===== src/swsc_consts.svh =====
// Constants of the single-wire sensor command layer: codes, scratchpad
// layout, reset values and timing. Included by the command layer module.
`ifndef SWSC_CONSTS_SVH
`define SWSC_CONSTS_SVH

// ********************************************************************
// ROM-level command codes
// ********************************************************************
`define SWSC_CMD_SEARCH   8'hf0
`define SWSC_CMD_ID_READ  8'h33
`define SWSC_CMD_ID_MATCH 8'h55
`define SWSC_CMD_ID_SKIP  8'hcc

// ********************************************************************
// Function command codes
// ********************************************************************
`define SWSC_CMD_CONVERT  8'h44
`define SWSC_CMD_SP_WRITE 8'h4e
`define SWSC_CMD_SP_READ  8'hbe
`define SWSC_CMD_LOC_DET  8'h88
`define SWSC_CMD_LOC_SEL  8'h70

// ********************************************************************
// Scratchpad byte positions and fields
// ********************************************************************
`define SWSC_SP_TEMP_LO   3'h0
`define SWSC_SP_TEMP_HI   3'h1
`define SWSC_SP_STATUS    3'h2
`define SWSC_SP_CONFIG    3'h3
`define SWSC_SP_WR_FIRST  3'h3
`define SWSC_CFG_RATE_MSB 2
`define SWSC_LOC_BITS     6

// ********************************************************************
// Reset values (thresholds in sixteenths of a degree)
// ********************************************************************
`define SWSC_RST_CONFIG   8'h60
`define SWSC_RST_TH_LO    8'h00
`define SWSC_RST_TH_HI    8'h0a
`define SWSC_RST_TL_LO    8'hf0
`define SWSC_RST_TL_HI    8'hfb

// ********************************************************************
// Timing
// ********************************************************************
`define SWSC_CLK_MHZ      20
`define SWSC_CONV_TIME_US 35000
`define SWSC_AUTO_GAP_US  1000000

`endif


===== src/swsc_pkg.sv =====
// Types shared by the sensor command layer modules.
// Assumes swsc_consts.svh sits in the include path.
package swsc_pkg;

  // Command decoder states, one-hot
  typedef enum logic [9:0] {
    ST_IDLE   = 10'b00_0000_0001,
    ST_ROM    = 10'b00_0000_0010,
    ST_SEARCH = 10'b00_0000_0100,
    ST_IDRD   = 10'b00_0000_1000,
    ST_MATCH  = 10'b00_0001_0000,
    ST_FUNC   = 10'b00_0010_0000,
    ST_LOCSEL = 10'b00_0100_0000,
    ST_SPRD   = 10'b00_1000_0000,
    ST_SPWR   = 10'b01_0000_0000,
    ST_POLL   = 10'b10_0000_0000
  } swsc_state_t;

  typedef logic [7:0] swsc_byte_t;

endpackage


===== src/swsc_crc_if.sv =====
// Carrier between the command decoder and its CRC engine.
// Both ends run on the same sys_clk.
`timescale 1ns/1ps
interface swsc_crc_if;
  logic       clr;
  logic       shift;
  logic       din;
  logic [7:0] crc;

  modport user   (output clr, output shift, output din, input crc);
  modport engine (input clr, input shift, input din, output crc);
endinterface


===== src/swsc_crc8.sv =====
// Serial CRC-8 engine, x^8 + x^5 + x^4 + 1, data fed lsb first.
// Assumes one shift per transmitted bit; clr wins over shift.
`timescale 1ns/1ps
module swsc_crc8 (
  // Clock and reset
  input  wire logic sys_clk,
  input  wire logic rst,
  // Feed and result
  swsc_crc_if.engine crc_io
);

  logic [7:0] crc_r;
  logic       fb;

  // Reflected form of the polynomial: feedback taps at bits 7, 3, 2
  assign fb = crc_r[0] ^ crc_io.din;

  // Shift register starts at zero for every frame
  always_ff @(posedge sys_clk or posedge rst) begin
    if (rst) begin
      crc_r <= 8'h00;
    end else if (crc_io.clr) begin
      crc_r <= 8'h00;
    end else if (crc_io.shift) begin
      crc_r <= {fb, crc_r[7:5], crc_r[4] ^ fb, crc_r[3] ^ fb, crc_r[2:1]};
    end
  end

  assign crc_io.crc = crc_r;

endmodule


===== src/swsc_cmd_layer.sv =====
// Command layer of a single-wire temperature sensor slave: ROM and
// function command decoding, scratchpad, conversion control.
// Assumes a bit-slot layer on sys_clk that delivers reset, write-slot and
// read-slot strobes, and samples tx_bit when it answers a read slot.
//
// Operation
// - Each transaction starts with master reset, device answers presence.
// - Exactly three 8-bit ROM commands act on the 64-bit identity: F0h, 33h, 55h.
// - Search is F0h; afterwards device waits for a new reset.
// - Identity read 33h sends the 64-bit identity code.
// - Identity match 55h: exact match addresses device, else wait reset.
// - Identity skip CCh addresses device without identity bits.
// - Convert 44h runs one conversion, stores 2-byte temperature, idles.
// - Read slots after convert return 0 while busy, 1 when done.
// - In automatic mode a convert during a conversion is ignored.
// - After commanded conversion return to the previous conversion mode.
// - Write 4Eh: five bytes go into scratchpad bytes 3 to 7.
// - Read BEh: bytes 0 onward, lsb first, through ninth CRC byte.
// - A reset during scratchpad read abandons it and reinitialises.
// - CRC built on the fly over bytes 0 to 7, sent as byte 8.
// - Location detect 88h writes location bits into status.
// - Location select 70h: only matching device answers next function.
// - Two strap inputs set the six low location bits in status.
// - Codes and data travel least significant bit first.
// - CRC polynomial x^8 + x^5 + x^4 + 1, register starts at zero.
// - Missing or misordered steps leave the device silent.
`timescale 1ns/1ps
`include "swsc_consts.svh"
module swsc_cmd_layer import swsc_pkg::*; #(
  parameter logic [63:0] ROM_ID   = 64'h5a3c_1e0f_7766_0128, // Arbitrary value
  parameter int          CONV_CYC = `SWSC_CONV_TIME_US * `SWSC_CLK_MHZ,
  parameter int          AUTO_CYC = `SWSC_AUTO_GAP_US * `SWSC_CLK_MHZ
) (
  // Clock and reset
  input  wire logic        sys_clk,
  input  wire logic        rst,
  // Bit-slot layer strobes
  input  wire logic        bus_reset,
  input  wire logic        wr_slot,
  input  wire logic        wr_bit,
  input  wire logic        rd_slot,
  // Answer bits to the bit-slot layer
  output logic             tx_bit,
  output logic             presence,
  // Analog front end
  input  wire logic [15:0] temp_sample,
  input  wire logic [2:0]  location_strap_pin_a,
  input  wire logic [2:0]  location_strap_pin_b,
  output logic             conv_start,
  output logic             conv_active
);

  // ******************************************************************
  // Declarations
  // ******************************************************************
  localparam int CW = $clog2(CONV_CYC + AUTO_CYC + 1);

  swsc_state_t st_r;
  logic [6:0]  cnt_r;
  logic [1:0]  phase_r;
  logic        mism_r;
  logic        loc_only_r;
  swsc_byte_t  rx_r;
  swsc_byte_t  sp_r [0:7];
  logic        tx_bit_r;
  logic        tx_nxt;
  logic        presence_r;
  logic        conv_busy_r;
  logic        conv_start_r;
  logic        conv_done_r;
  logic [CW-1:0] conv_cnt_r;
  logic [CW-1:0] gap_cnt_r;
  logic [5:0]  loc_s1_r;
  logic [5:0]  loc_s2_r;
  swsc_byte_t  byte_now;
  logic        byte_done;
  logic        rom_bit;
  logic        sp_bit;
  logic        auto_on;
  logic        auto_tick;
  logic        conv_req;
  logic        det_go;
  logic [2:0]  wr_idx;

  swsc_crc_if crc_bus ();

  swsc_crc8 u_crc (
    .sys_clk (sys_clk),
    .rst     (rst),
    .crc_io  (crc_bus.engine)
  );

  // ******************************************************************
  // Receive path and decode helpers
  // ******************************************************************
  // Incoming bits fill the byte from the top, so bit 0 arrives first
  always_ff @(posedge sys_clk or posedge rst) begin
    if (rst) begin
      rx_r <= 8'h00;
    end else if (wr_slot) begin
      rx_r <= {wr_bit, rx_r[7:1]};
    end
  end

  // Byte completes on the eighth write slot of a byte frame
  assign byte_now  = {wr_bit, rx_r[7:1]};
  assign byte_done = wr_slot && (cnt_r[2:0] == 3'h7);
  assign rom_bit   = ROM_ID[cnt_r[5:0]];
  assign wr_idx    = `SWSC_SP_WR_FIRST + cnt_r[5:3];
  assign sp_bit    = cnt_r[6] ? crc_bus.crc[cnt_r[2:0]]
                              : sp_r[cnt_r[5:3]][cnt_r[2:0]];
  assign det_go    = byte_done && (byte_now == `SWSC_CMD_LOC_DET) &&
                     (st_r == ST_ROM || (st_r == ST_FUNC && !loc_only_r));
  assign conv_req  = byte_done && (byte_now == `SWSC_CMD_CONVERT) && (st_r == ST_FUNC);

  // ******************************************************************
  // Location strap synchroniser
  // ******************************************************************
  // Strap levels come from outside the clock domain
  always_ff @(posedge sys_clk or posedge rst) begin
    if (rst) begin
      loc_s1_r <= 6'h00;
      loc_s2_r <= 6'h00;
    end else begin
      loc_s1_r <= {location_strap_pin_b, location_strap_pin_a};
      loc_s2_r <= loc_s1_r;
    end
  end

  // ******************************************************************
  // Command sequencer
  // ******************************************************************
  // Reset pulse overrides every state; illegal codes fall back to idle
  always_ff @(posedge sys_clk or posedge rst) begin
    if (rst) begin
      st_r       <= ST_IDLE;
      cnt_r      <= 7'h00;
      phase_r    <= 2'h0;
      mism_r     <= 1'b0;
      loc_only_r <= 1'b0;
    end else if (bus_reset) begin
      st_r       <= ST_ROM;
      cnt_r      <= 7'h00;
      phase_r    <= 2'h0;
      mism_r     <= 1'b0;
      loc_only_r <= 1'b0;
    end else begin
      unique case (st_r)
        ST_IDLE: begin
          cnt_r <= 7'h00;
        end
        ST_ROM: begin
          if (wr_slot) begin
            cnt_r <= byte_done ? 7'h00 : cnt_r + 7'h01;
          end
          if (byte_done) begin
            unique case (byte_now)
              `SWSC_CMD_SEARCH:   st_r <= ST_SEARCH;
              `SWSC_CMD_ID_READ:  st_r <= ST_IDRD;
              `SWSC_CMD_ID_MATCH: st_r <= ST_MATCH;
              `SWSC_CMD_ID_SKIP:  st_r <= ST_FUNC;
              `SWSC_CMD_LOC_SEL:  st_r <= ST_LOCSEL;
              default:            st_r <= ST_IDLE;
            endcase
          end
        end
        ST_SEARCH: begin
          if (rd_slot && phase_r != 2'h2) begin
            phase_r <= phase_r + 2'h1;
          end else if (wr_slot && phase_r == 2'h2) begin
            phase_r <= 2'h0;
            cnt_r   <= cnt_r + 7'h01;
            if (wr_bit != rom_bit || cnt_r == 7'd63) begin
              st_r <= ST_IDLE;
            end
          end
        end
        ST_IDRD: begin
          if (rd_slot) begin
            cnt_r <= (cnt_r == 7'd63) ? 7'h00 : cnt_r + 7'h01;
            if (cnt_r == 7'd63) begin
              st_r <= ST_FUNC;
            end
          end
        end
        ST_MATCH: begin
          if (wr_slot) begin
            mism_r <= mism_r | (wr_bit != rom_bit);
            cnt_r  <= (cnt_r == 7'd63) ? 7'h00 : cnt_r + 7'h01;
            if (cnt_r == 7'd63) begin
              st_r <= (mism_r || wr_bit != rom_bit) ? ST_IDLE : ST_FUNC;
            end
          end
        end
        ST_FUNC: begin
          if (wr_slot) begin
            cnt_r <= byte_done ? 7'h00 : cnt_r + 7'h01;
          end
          if (byte_done) begin
            unique case (byte_now)
              `SWSC_CMD_CONVERT:  st_r <= ST_POLL;
              `SWSC_CMD_SP_READ:  st_r <= ST_SPRD;
              `SWSC_CMD_SP_WRITE: st_r <= ST_SPWR;
              `SWSC_CMD_LOC_SEL:  st_r <= loc_only_r ? ST_IDLE : ST_LOCSEL;
              default:            st_r <= ST_IDLE;
            endcase
          end
        end
        ST_LOCSEL: begin
          if (wr_slot) begin
            cnt_r <= byte_done ? 7'h00 : cnt_r + 7'h01;
          end
          // Top two status bits are never written and stay zero; only six are compared
          if (byte_done) begin
            if (byte_now[5:0] == sp_r[`SWSC_SP_STATUS][5:0]) begin
              st_r       <= ST_FUNC;
              loc_only_r <= 1'b1;
            end else begin
              st_r <= ST_IDLE;
            end
          end
        end
        ST_SPRD: begin
          if (rd_slot) begin
            cnt_r <= cnt_r + 7'h01;
            if (cnt_r == 7'd71) begin
              st_r <= ST_IDLE;
            end
          end
        end
        ST_SPWR: begin
          if (wr_slot) begin
            cnt_r <= cnt_r + 7'h01;
            if (cnt_r == 7'd39) begin
              st_r <= ST_IDLE;
            end
          end
        end
        ST_POLL: begin
          cnt_r <= 7'h00;
        end
        default: begin
          st_r <= ST_IDLE;
        end
      endcase
    end
  end

  // ******************************************************************
  // Transmit bit and presence
  // ******************************************************************
  // Released line (1) whenever the device has nothing to say
  always_comb begin
    tx_nxt = 1'b1;
    unique case (st_r)
      ST_SEARCH: tx_nxt = (phase_r == 2'h1) ? ~rom_bit
                        : (phase_r == 2'h0) ? rom_bit : 1'b1;
      ST_IDRD:   tx_nxt = rom_bit;
      ST_SPRD:   tx_nxt = sp_bit;
      ST_POLL:   tx_nxt = ~conv_busy_r;
      default:   tx_nxt = 1'b1;
    endcase
  end

  always_ff @(posedge sys_clk or posedge rst) begin
    if (rst) begin
      tx_bit_r   <= 1'b1;
      presence_r <= 1'b0;
    end else begin
      tx_bit_r   <= tx_nxt;
      presence_r <= bus_reset;
    end
  end

  // CRC clears on the read command and follows the first 64 bits sent
  assign crc_bus.clr   = byte_done && (byte_now == `SWSC_CMD_SP_READ) && (st_r == ST_FUNC);
  assign crc_bus.shift = rd_slot && (st_r == ST_SPRD) && !cnt_r[6];
  assign crc_bus.din   = sp_bit;

  // ******************************************************************
  // Conversion control
  // ******************************************************************
  // Automatic mode follows the rate field, so a one-shot never alters it
  assign auto_on   = sp_r[`SWSC_SP_CONFIG][`SWSC_CFG_RATE_MSB:0] != 3'h0;
  assign auto_tick = auto_on && !conv_busy_r && (gap_cnt_r == '0);

  always_ff @(posedge sys_clk or posedge rst) begin
    if (rst) begin
      conv_busy_r  <= 1'b0;
      conv_start_r <= 1'b0;
      conv_done_r  <= 1'b0;
      conv_cnt_r   <= '0;
    end else begin
      conv_start_r <= 1'b0;
      conv_done_r  <= 1'b0;
      if (conv_busy_r) begin
        // A start arriving now is dropped: one conversion at a time
        if (conv_cnt_r == '0) begin
          conv_busy_r <= 1'b0;
          conv_done_r <= 1'b1;
        end else begin
          conv_cnt_r <= conv_cnt_r - 1'b1;
        end
      end else if (conv_req || auto_tick) begin
        conv_busy_r  <= 1'b1;
        conv_start_r <= 1'b1;
        conv_cnt_r   <= CW'(CONV_CYC - 1);
      end
    end
  end

  // Gap timer between automatic conversions
  always_ff @(posedge sys_clk or posedge rst) begin
    if (rst) begin
      gap_cnt_r <= '0;
    end else if (!auto_on || conv_busy_r) begin
      gap_cnt_r <= CW'(AUTO_CYC - 1);
    end else if (gap_cnt_r != '0) begin
      gap_cnt_r <= gap_cnt_r - 1'b1;
    end
  end

  // ******************************************************************
  // Scratchpad
  // ******************************************************************
  always_ff @(posedge sys_clk or posedge rst) begin
    if (rst) begin
      sp_r[0] <= 8'h00;
      sp_r[1] <= 8'h00;
      sp_r[2] <= 8'h00;
      sp_r[3] <= `SWSC_RST_CONFIG;
      sp_r[4] <= `SWSC_RST_TH_LO;
      sp_r[5] <= `SWSC_RST_TH_HI;
      sp_r[6] <= `SWSC_RST_TL_LO;
      sp_r[7] <= `SWSC_RST_TL_HI;
    end else begin
      if (conv_done_r) begin
        sp_r[`SWSC_SP_TEMP_LO] <= temp_sample[7:0];
        sp_r[`SWSC_SP_TEMP_HI] <= temp_sample[15:8];
      end
      if (det_go) begin
        sp_r[`SWSC_SP_STATUS][5:0] <= loc_s2_r;
      end
      if (st_r == ST_SPWR && byte_done && !bus_reset) begin
        sp_r[wr_idx] <= byte_now;
      end
    end
  end

  // ******************************************************************
  // Outputs
  // ******************************************************************
  assign tx_bit      = tx_bit_r;
  assign presence    = presence_r;
  assign conv_start  = conv_start_r;
  assign conv_active = conv_busy_r;
endmodule


===== config.mk =====
export PLATFORM = sky130hd
export DESIGN_NAME = swsc_cmd_layer
export DESIGN_NICKNAME = d
export VERILOG_FILES = /design/src/swsc_pkg.sv /design/src/swsc_crc_if.sv /design/src/swsc_crc8.sv /design/src/swsc_cmd_layer.sv
export VERILOG_INCLUDE_DIRS = /design/src
export SDC_FILE = /design/constraint.sdc
export NUM_CORES = 1
export LEC_CHECK = 0
export ABC_AREA = 1
export BUFFER_PORTS_ARGS = -buffer_cell sky130_fd_sc_hd__buf_2
export CORE_MARGIN = 2
export CORE_UTILIZATION = 60
export DETAILED_ROUTE_END_ITERATION = 7
export PLACE_DENSITY = 0.79
export SLEW_MARGIN = 20
export SYNTH_ARGS = -nofsm -noshare
export SYNTH_HDL_FRONTEND = slang
export SYNTH_HIERARCHICAL = 1
export SYNTH_SLANG_ARGS = --single-unit

===== constraint.sdc =====
create_clock -name sys_clk -period 7.36 [get_ports sys_clk]
set_clock_uncertainty 0.05 [all_clocks]
set_input_delay 1.472 -clock sys_clk [delete_from_list [all_inputs] [get_ports sys_clk]]
set_output_delay 1.472 -clock sys_clk [all_outputs]
set_load 0.005 [all_outputs]

==> summary.md, run 1 <==
| Metric | Value |
|---|---|
| Number of design rule violations left after detail routing | 0 |
| Fraction of synthesis flops using an asynchronous set or reset pin | 100.0% |
| Flop and latch count out of synthesis | 167 |
| Worst-case vdd ir drop | 0.1819 mV |
| Worst path required time | 7.64 ns |
| Final Slew Violations | 0 |
| Tmin final | 3.180 ns |
| Antenna violations before repair | 0 |
| Peak fanout along the critical path | 36 |
| Count of mapped cells out of synthesis | 1363 |
| Setup fix buffers added after clock tree synthesis | 0 |
| Final wirelength | 24150 um |
| Longest Clk Path Bufs | 2 |
| Total vias in the final route | 8870 |
| Final-layout setup total negative slack | 0 ns |
| Die Span Y | 132.2 um |
| Clock-pin slew on the worst setup and hold paths | 0.07 ns |
| Slew at the pin closest to its max-slew limit | 0.9713 ns |
| Global-route wire length before repair | 40880 um |
| Hold Fails Final Rpt | 0 |
| Nets | 1415 |
| Unique cell type count in the Yosys netlist | 47 |
| Sequential element share of the synthesized area | 42.60% |
| Initial detailed-routing violation count | 775 |
| Post-synth top flop | dfrtp_1 |
| Mean area per synthesized cell | 7.234 um^2 |
| Largest net degree at the start of global routing | 96 |
| Die area | 17470 um^2 |
| CTS sink cnt | 167 |
| Synthesized area | 9859 um^2 |
| Crit start category | input port |
| Stage delay of the slowest cell on the critical path | 0.65 ns |
| Aggregate global routing overflow | 0 |
| Area of placed instances | 10100 um^2 |
| CTS H-Tree Depth | 4 |
| Worst flop-to-flop path endpoint | conv_cnt_r[5] |
| Width of the die | 132.2 um |
| CORE AREA | 16000 um^2 |
| Power per cell area | 202.2 nW/um^2 |
| Detail Placement HPWL | 16690 um |
| Clock tree from TritonCTS | yes |
| Final weighted congestion of routability-driven global placement | 0.8780 |
| Hold_buf cts | 0 |
| Number of CTS-inserted buffers | 17 |
| Number of iterations in the first detailed-routing pass | 5 |
| Overall fraction of global-route tracks in use | 28.68% |
| Post-cts repair resize count | 0 |
| Cell depth of the worst flop-to-flop path | 10 |
| Per-cell routed wire length | 15.08 um |
| Net count after synthesis | 1405 |
| Setup repair after global routing missed its margin | false |
| Number of flops mapped to enable cells by yosys | 0 |
| Number of max-capacitance violations reported | 0 |
| Top post-synthesis cells by area | dfrtp_1 38%, nand2_1 14%, nor2_1 7.3%, inv_1 5.9%, dfstp_2 4.5% |
| Path category of the worst min-delay check | flip-flop to flip-flop |
| Total inserted antenna cells | 0 |
| Cell depth of the worst min-delay path | 0 |
| Post-layout util | 66.70% |
| Antenna-violating nets left | 0 |
| Post-route cell area | 10670 um^2 |
| Flop-to-flop setup slack | 4.40 ns |
| Relative slew slack | 35.25% |
| Vias per cell | 5.537 |
| Data arrival at the endpoint of the critical path | 3.46 ns |
| Relative area change from synthesis to final layout | 8.236% |
| Via count of the first global-routing pass | 8577 |
| Number of top-level pins | 32 |
| Crit path capture type | flip-flop |
| Cell-by-cell trace of the critical path | buf_2 > inv_1 > nand2_1 > nor2_1 > nand2_1 > inv_2 > nand3_1 > nand2_1 > o2bb2ai_4 > inv_2 > nand2_1 > nand2_1 |
| Clock Latency Late Sink | 0.44 ns |
| Slowest cell on the critical path | o2bb2ai_4 |
| Synth warnings | 6 |
| Total of buffers placed on input and output ports | 31 |
| Share of final-layout standard cells stronger than drive strength 1 | 10.25% |
| Startpoint of the most critical hold path | loc_s1_r[3] |
| Path type of the worst setup path | input port to flip-flop |
| Total of endpoints with negative setup slack in the final report | 0 |
| Initial cell density of the core | 61.62% |
| Outcome | complete, no violations |
| Cell type contributing the most total cell area after synthesis | dfrtp_1 |
| Max Clock Freq | 0.3144 GHz |
| Critical path's most frequent cell | nand2_1 |
| Most numerous cell types in the synthesized netlist | 358 x nand2_1, 192 x nor2_1, 155 x inv_1, 150 x dfrtp_1, 88 x nand3_1 |
| Endpoint, Worst Hold | loc_s2_r[3] |
| # rows | 46 |
| Proportion of netlist area held by the largest area contributor | 38.07% |
| # fillers | 1415 |
| Leakage component of the power | 5.011 nW |
| Launch instance of the worst register-to-register path | cnt_r[0] |
| Final period util | 43.21% |
| Clock root buffer master | clkbuf_16 |
| Leading cell type by number of instances after synthesis | nand2_1 |
-- worst max-delay path, delay by kind of cell --
family,cells,cell delay (ns)
AOI/OAI and AO/OA,1,0.65
buffers and inverters,4,0.68
and+or+nand+nor,7,0.64
-- cells by family (layout without fill, tap and decap cells) --
| family | after synthesis | count (layout) | share of synthesized area (%) |
|---|---|---|---|
| compound gates | 177 | 177 | 9.810 |
| xor+xnor | 22 | 22 | 1.954 |
| fa+ha+maj | 14 | 14 | 1.777 |
| buf+inv | 213 | 236 | 8.756 |
| flops | 167 | 167 | 42.60 |
| mux | 22 | 22 | 2.233 |
| simple gates | 748 | 748 | 32.87 |
-- cells in the final DEF, fill, tap and decap left out, types with 31 or more instances in the layout --
cell     instances
nand3_1         88
o21ai_0         82
a21oi_1         42
nor3_1          35
inv_1          154
nor2_1         192
nand2_1        358
buf_2           31
o21ai_1         33
dfrtp_1        150
-- area by class of cell --
| type | instances | area, um^2 | area share [%] |
|---|---|---|---|
| Clock inverter | 15 | 150.1 | 1.407 |
| Multi-Input combinational cell | 983 | 4796 | 44.94 |
| Tap cell | 216 | 270.3 | 2.533 |
| Clock buffer | 17 | 425.4 | 3.986 |
| Inverter | 168 | 636.9 | 5.968 |
| Sequential cell | 167 | 4200 | 39.36 |
| Timing Repair Buffer | 36 | 192.7 | 1.806 |
-- how the worst max path moves through the flow --
stage	cells after the start	end	start
after floorplan	1	async pin	rst
after global placement	12	conv_cnt_r[7]	wr_bit
after detailed placement	12	conv_cnt_r[5]	wr_bit
after CTS	12	conv_cnt_r[18]	wr_bit
after global routing	12	conv_cnt_r[1]	wr_bit
final	12	conv_cnt_r[5]	wr_bit
-- per-layer routing --
layer	global-route usage [%]	share of wire, %
met5	0	0
met1	36.68	43
met3	5.613	5.8
met2	49.13	49
met4	9.558	2.3
-- per-stage QoR --
step / setup slack [ns] / hold WS [ns] / instances / total power [mW]
6_report: 4.180 / 0.2971 / 1602 / 2.158
5_1_grt: 3.940 / 0.3116 / 1602 / 2.247
4_1_cts: 4.184 / 0.3011 / 1602 / 2.161
3_5_place_dp: 3.725 / 0.2871 / 1570 / 1.295
3_3_place_gp: 3.843 / 0.2863 / 1570 / 1.288
2_1_floorplan: 1.575 / 0.2812 / 1363 / 1.214
-- power breakdown --
| part | switching, mW | internal (mW) | total [mW] |
|---|---|---|---|
| sequential | 0.0348 | 0.941 | 0.975 |
| clock | 0.423 | 0.452 | 0.875 |
| combinational | 0.219 | 0.0887 | 0.308 |
| total | 0.677 | 1.48 | 2.16 |
Power figures use the tool's default switching activity.
==> run 2, diff against run 1 <==
--- a/config.mk
+++ b/config.mk
@@ -9,7 +9,7 @@
 export ABC_AREA = 1
 export BUFFER_PORTS_ARGS = -buffer_cell sky130_fd_sc_hd__buf_2
 export CORE_MARGIN = 2
-export CORE_UTILIZATION = 60
+export CORE_UTILIZATION = 57
 export DETAILED_ROUTE_END_ITERATION = 7
 export PLACE_DENSITY = 0.79
 export SLEW_MARGIN = 20
==> constraint.sdc (replaced) <==
create_clock -name sys_clk -period 2.9 [get_ports sys_clk]
set_clock_uncertainty 0.05 [all_clocks]
set_input_delay 0.58 -clock sys_clk [delete_from_list [all_inputs] [get_ports sys_clk]]
set_output_delay 0.58 -clock sys_clk [all_outputs]
set_load 0.005 [all_outputs]
==> summary.md, run 2 (synthesis results as in run 1) <==
| Metric | Value |
|---|---|
| Path category of the worst min-delay check | input port to flip-flop |
| Number of max-capacitance violations reported | 0 |
| Antenna violations before repair | 0 |
| Path type of the worst setup path | flip-flop to flip-flop |
| Relative slew slack | 35.45% |
| Data arrival at the endpoint of the critical path | 2.91 ns |
| Sum of internal, switching and leakage power | 5.563 mW |
| Total inserted antenna cells | 0 |
| Number of top-level pins | 32 |
| Share of final-layout standard cells stronger than drive strength 1 | 10.88% |
| Fin Hold WS | 0.1841 ns |
| Slew at the pin closest to its max-slew limit | 0.9683 ns |
| CORE AREA | 17120 um^2 |
| Clock root buffer master | clkbuf_16 |
| Aggregate global routing overflow | 0 |
| Setup repair after global routing missed its margin | false |
| Met2 track demand over resource | 46.22% |
| Longest Clk Path Bufs | 2 |
| Most common cell after layout, fill and taps aside | nand2_1 |
| Most used cells in the layout excluding fill and tap cells | 358 x nand2_1, 192 x nor2_1, 154 x inv_1 |
| Final-layout setup total negative slack | 0 ns |
| Leakage component of the power | 5.082 nW |
| Clock-pin slew on the worst setup and hold paths | 0.08 ns |
| Largest net degree at the start of global routing | 156 |
| Setup fix buffers added after clock tree synthesis | 0 |
| Relative area change from synthesis to final layout | 9.809% |
| Peak fanout along the critical path | 16 |
| Power per cell area | 513.8 nW/um^2 |
| Number of design rule violations left after detail routing | 0 |
| Met1 routing resource usage after global routing | 38.66% |
| Global routing met3 resource utilization | 5.799% |
| Clock Latency Late Sink | 0.44 ns |
| Tmin final | 2.667 ns |
| Die area | 18370 um^2 |
| Worst path required time | 3.14 ns |
| Final period util | 91.98% |
| Nets | 1426 |
| Post-cts repair resize count | 0 |
| Global-route wire length before repair | 41370 um |
| Setup Slack @ Placement | 0.3266 ns |
| Layout Cells excl Fill | 1622 |
| Outcome | complete, no violations |
| Total vias in the final route | 8998 |
| Number of CTS-inserted buffers | 17 |
| Vias per cell | 5.547 |
| Crit path capture type | flip-flop |
| Flop-to-flop setup slack | 0.23 ns |
| Overall fraction of global-route tracks in use | 28.41% |
| Die Span Y | 135.5 um |
| Per-cell routed wire length | 15.17 um |
| Clock tree from TritonCTS | yes |
| Detail Placement HPWL | 17190 um |
| Antenna-violating nets left | 0 |
| Final Slew Violations | 0 |
| Via count of the first global-routing pass | 8496 |
| CTS H-Tree Depth | 4 |
| Initial cell density of the core | 57.60% |
| CTS sink cnt | 167 |
| Initial detailed-routing violation count | 911 |
| Number of iterations in the first detailed-routing pass | 5 |
| Width of the die | 135.5 um |
| Final weighted congestion of routability-driven global placement | 0.9135 |
| Crit start category | flip-flop |
| Final wirelength | 24600 um |
| # rows | 48 |
| Cell Count Post-Placement | 1589 |
| Global routing's busiest layer | met2 |
| Total of buffers placed on input and output ports | 31 |
| Minimum setup slack in the final design | 0.2326 ns |
| Hold Fails Final Rpt | 0 |
| Total of endpoints with negative setup slack in the final report | 0 |
| Max Clock Freq | 0.3749 GHz |
| Worst-case vdd ir drop | 0.5064 mV |
==> run 2: cell type report <==
| type | instances | area, um^2 |
|---|---|---|
| Timing Repair Buffer | 47 | 315.3 |
| Tap cell | 225 | 281.5 |
| Clock buffer | 17 | 425.4 |
| Multi-Input combinational cell | 983 | 4796 |
| Inverter | 168 | 635.6 |
| Clock inverter | 15 | 172.7 |
| Fill cell | 1492 | 6290 |
| Sequential cell | 167 | 4200 |
==> run 2: critical path, cell delays in order, from the launching register on <==
cell,delay [ns]
dfrtp_1,0.63
ha_1,0.28
ha_1,0.18
nand2_1,0.16
nor2_1,0.37
nand3_4,0.15
inv_1,0.10
nand2_1,0.28
nand2_1,0.18
o21ai_0,0.12
==> run 2: final timing paths <==
check,start,endpoint,cells past startpoint
max in group asynchronous,rst,conv_cnt_r[2],4
min in group asynchronous,rst,presence,3
max,cnt_r[0],flip-flop,9
min,location_strap_pin_b[2],loc_s1_r[5],1
min reg2reg,loc_s1_r[3],loc_s2_r[3],0
max reg2reg,cnt_r[0],flip-flop,9
==> run 2: where the power goes <==
part / total, mW / leakage, nW / switching, mW / internal [mW]
clock network: 2.29 / 0.290 / 1.12 / 1.17
logic: 0.807 / 2.72 / 0.563 / 0.244
registers: 2.47 / 2.07 / 0.0804 / 2.39
total: 5.56 / 5.08 / 1.77 / 3.80
==> run 2: repair_timing <==
action / 4_1_cts / 5_1_grt
hold buffers: 1 / 0
endpoints found under the hold margin: 3 / 0
endpoints found under the setup margin: 0 / 0
==> run 2: per-layer routing <==
metal | vias up | part of all wire [%]
li1 | 4400 | -
met1 | 4283 | 44
met2 | 281 | 48
met3 | 34 | 6.2
met4 | 0 | 1.6
met5 | - | 0
==> run 2: through the flow <==
stage / utilization [%] / instance area [um^2]
after floorplan: - / 9863
after global placement: 59.70 / 10220
after detailed placement: 59.70 / 10220
after CTS: 63.25 / 10830
after global routing: 63.25 / 10830
final: 63.25 / 10830
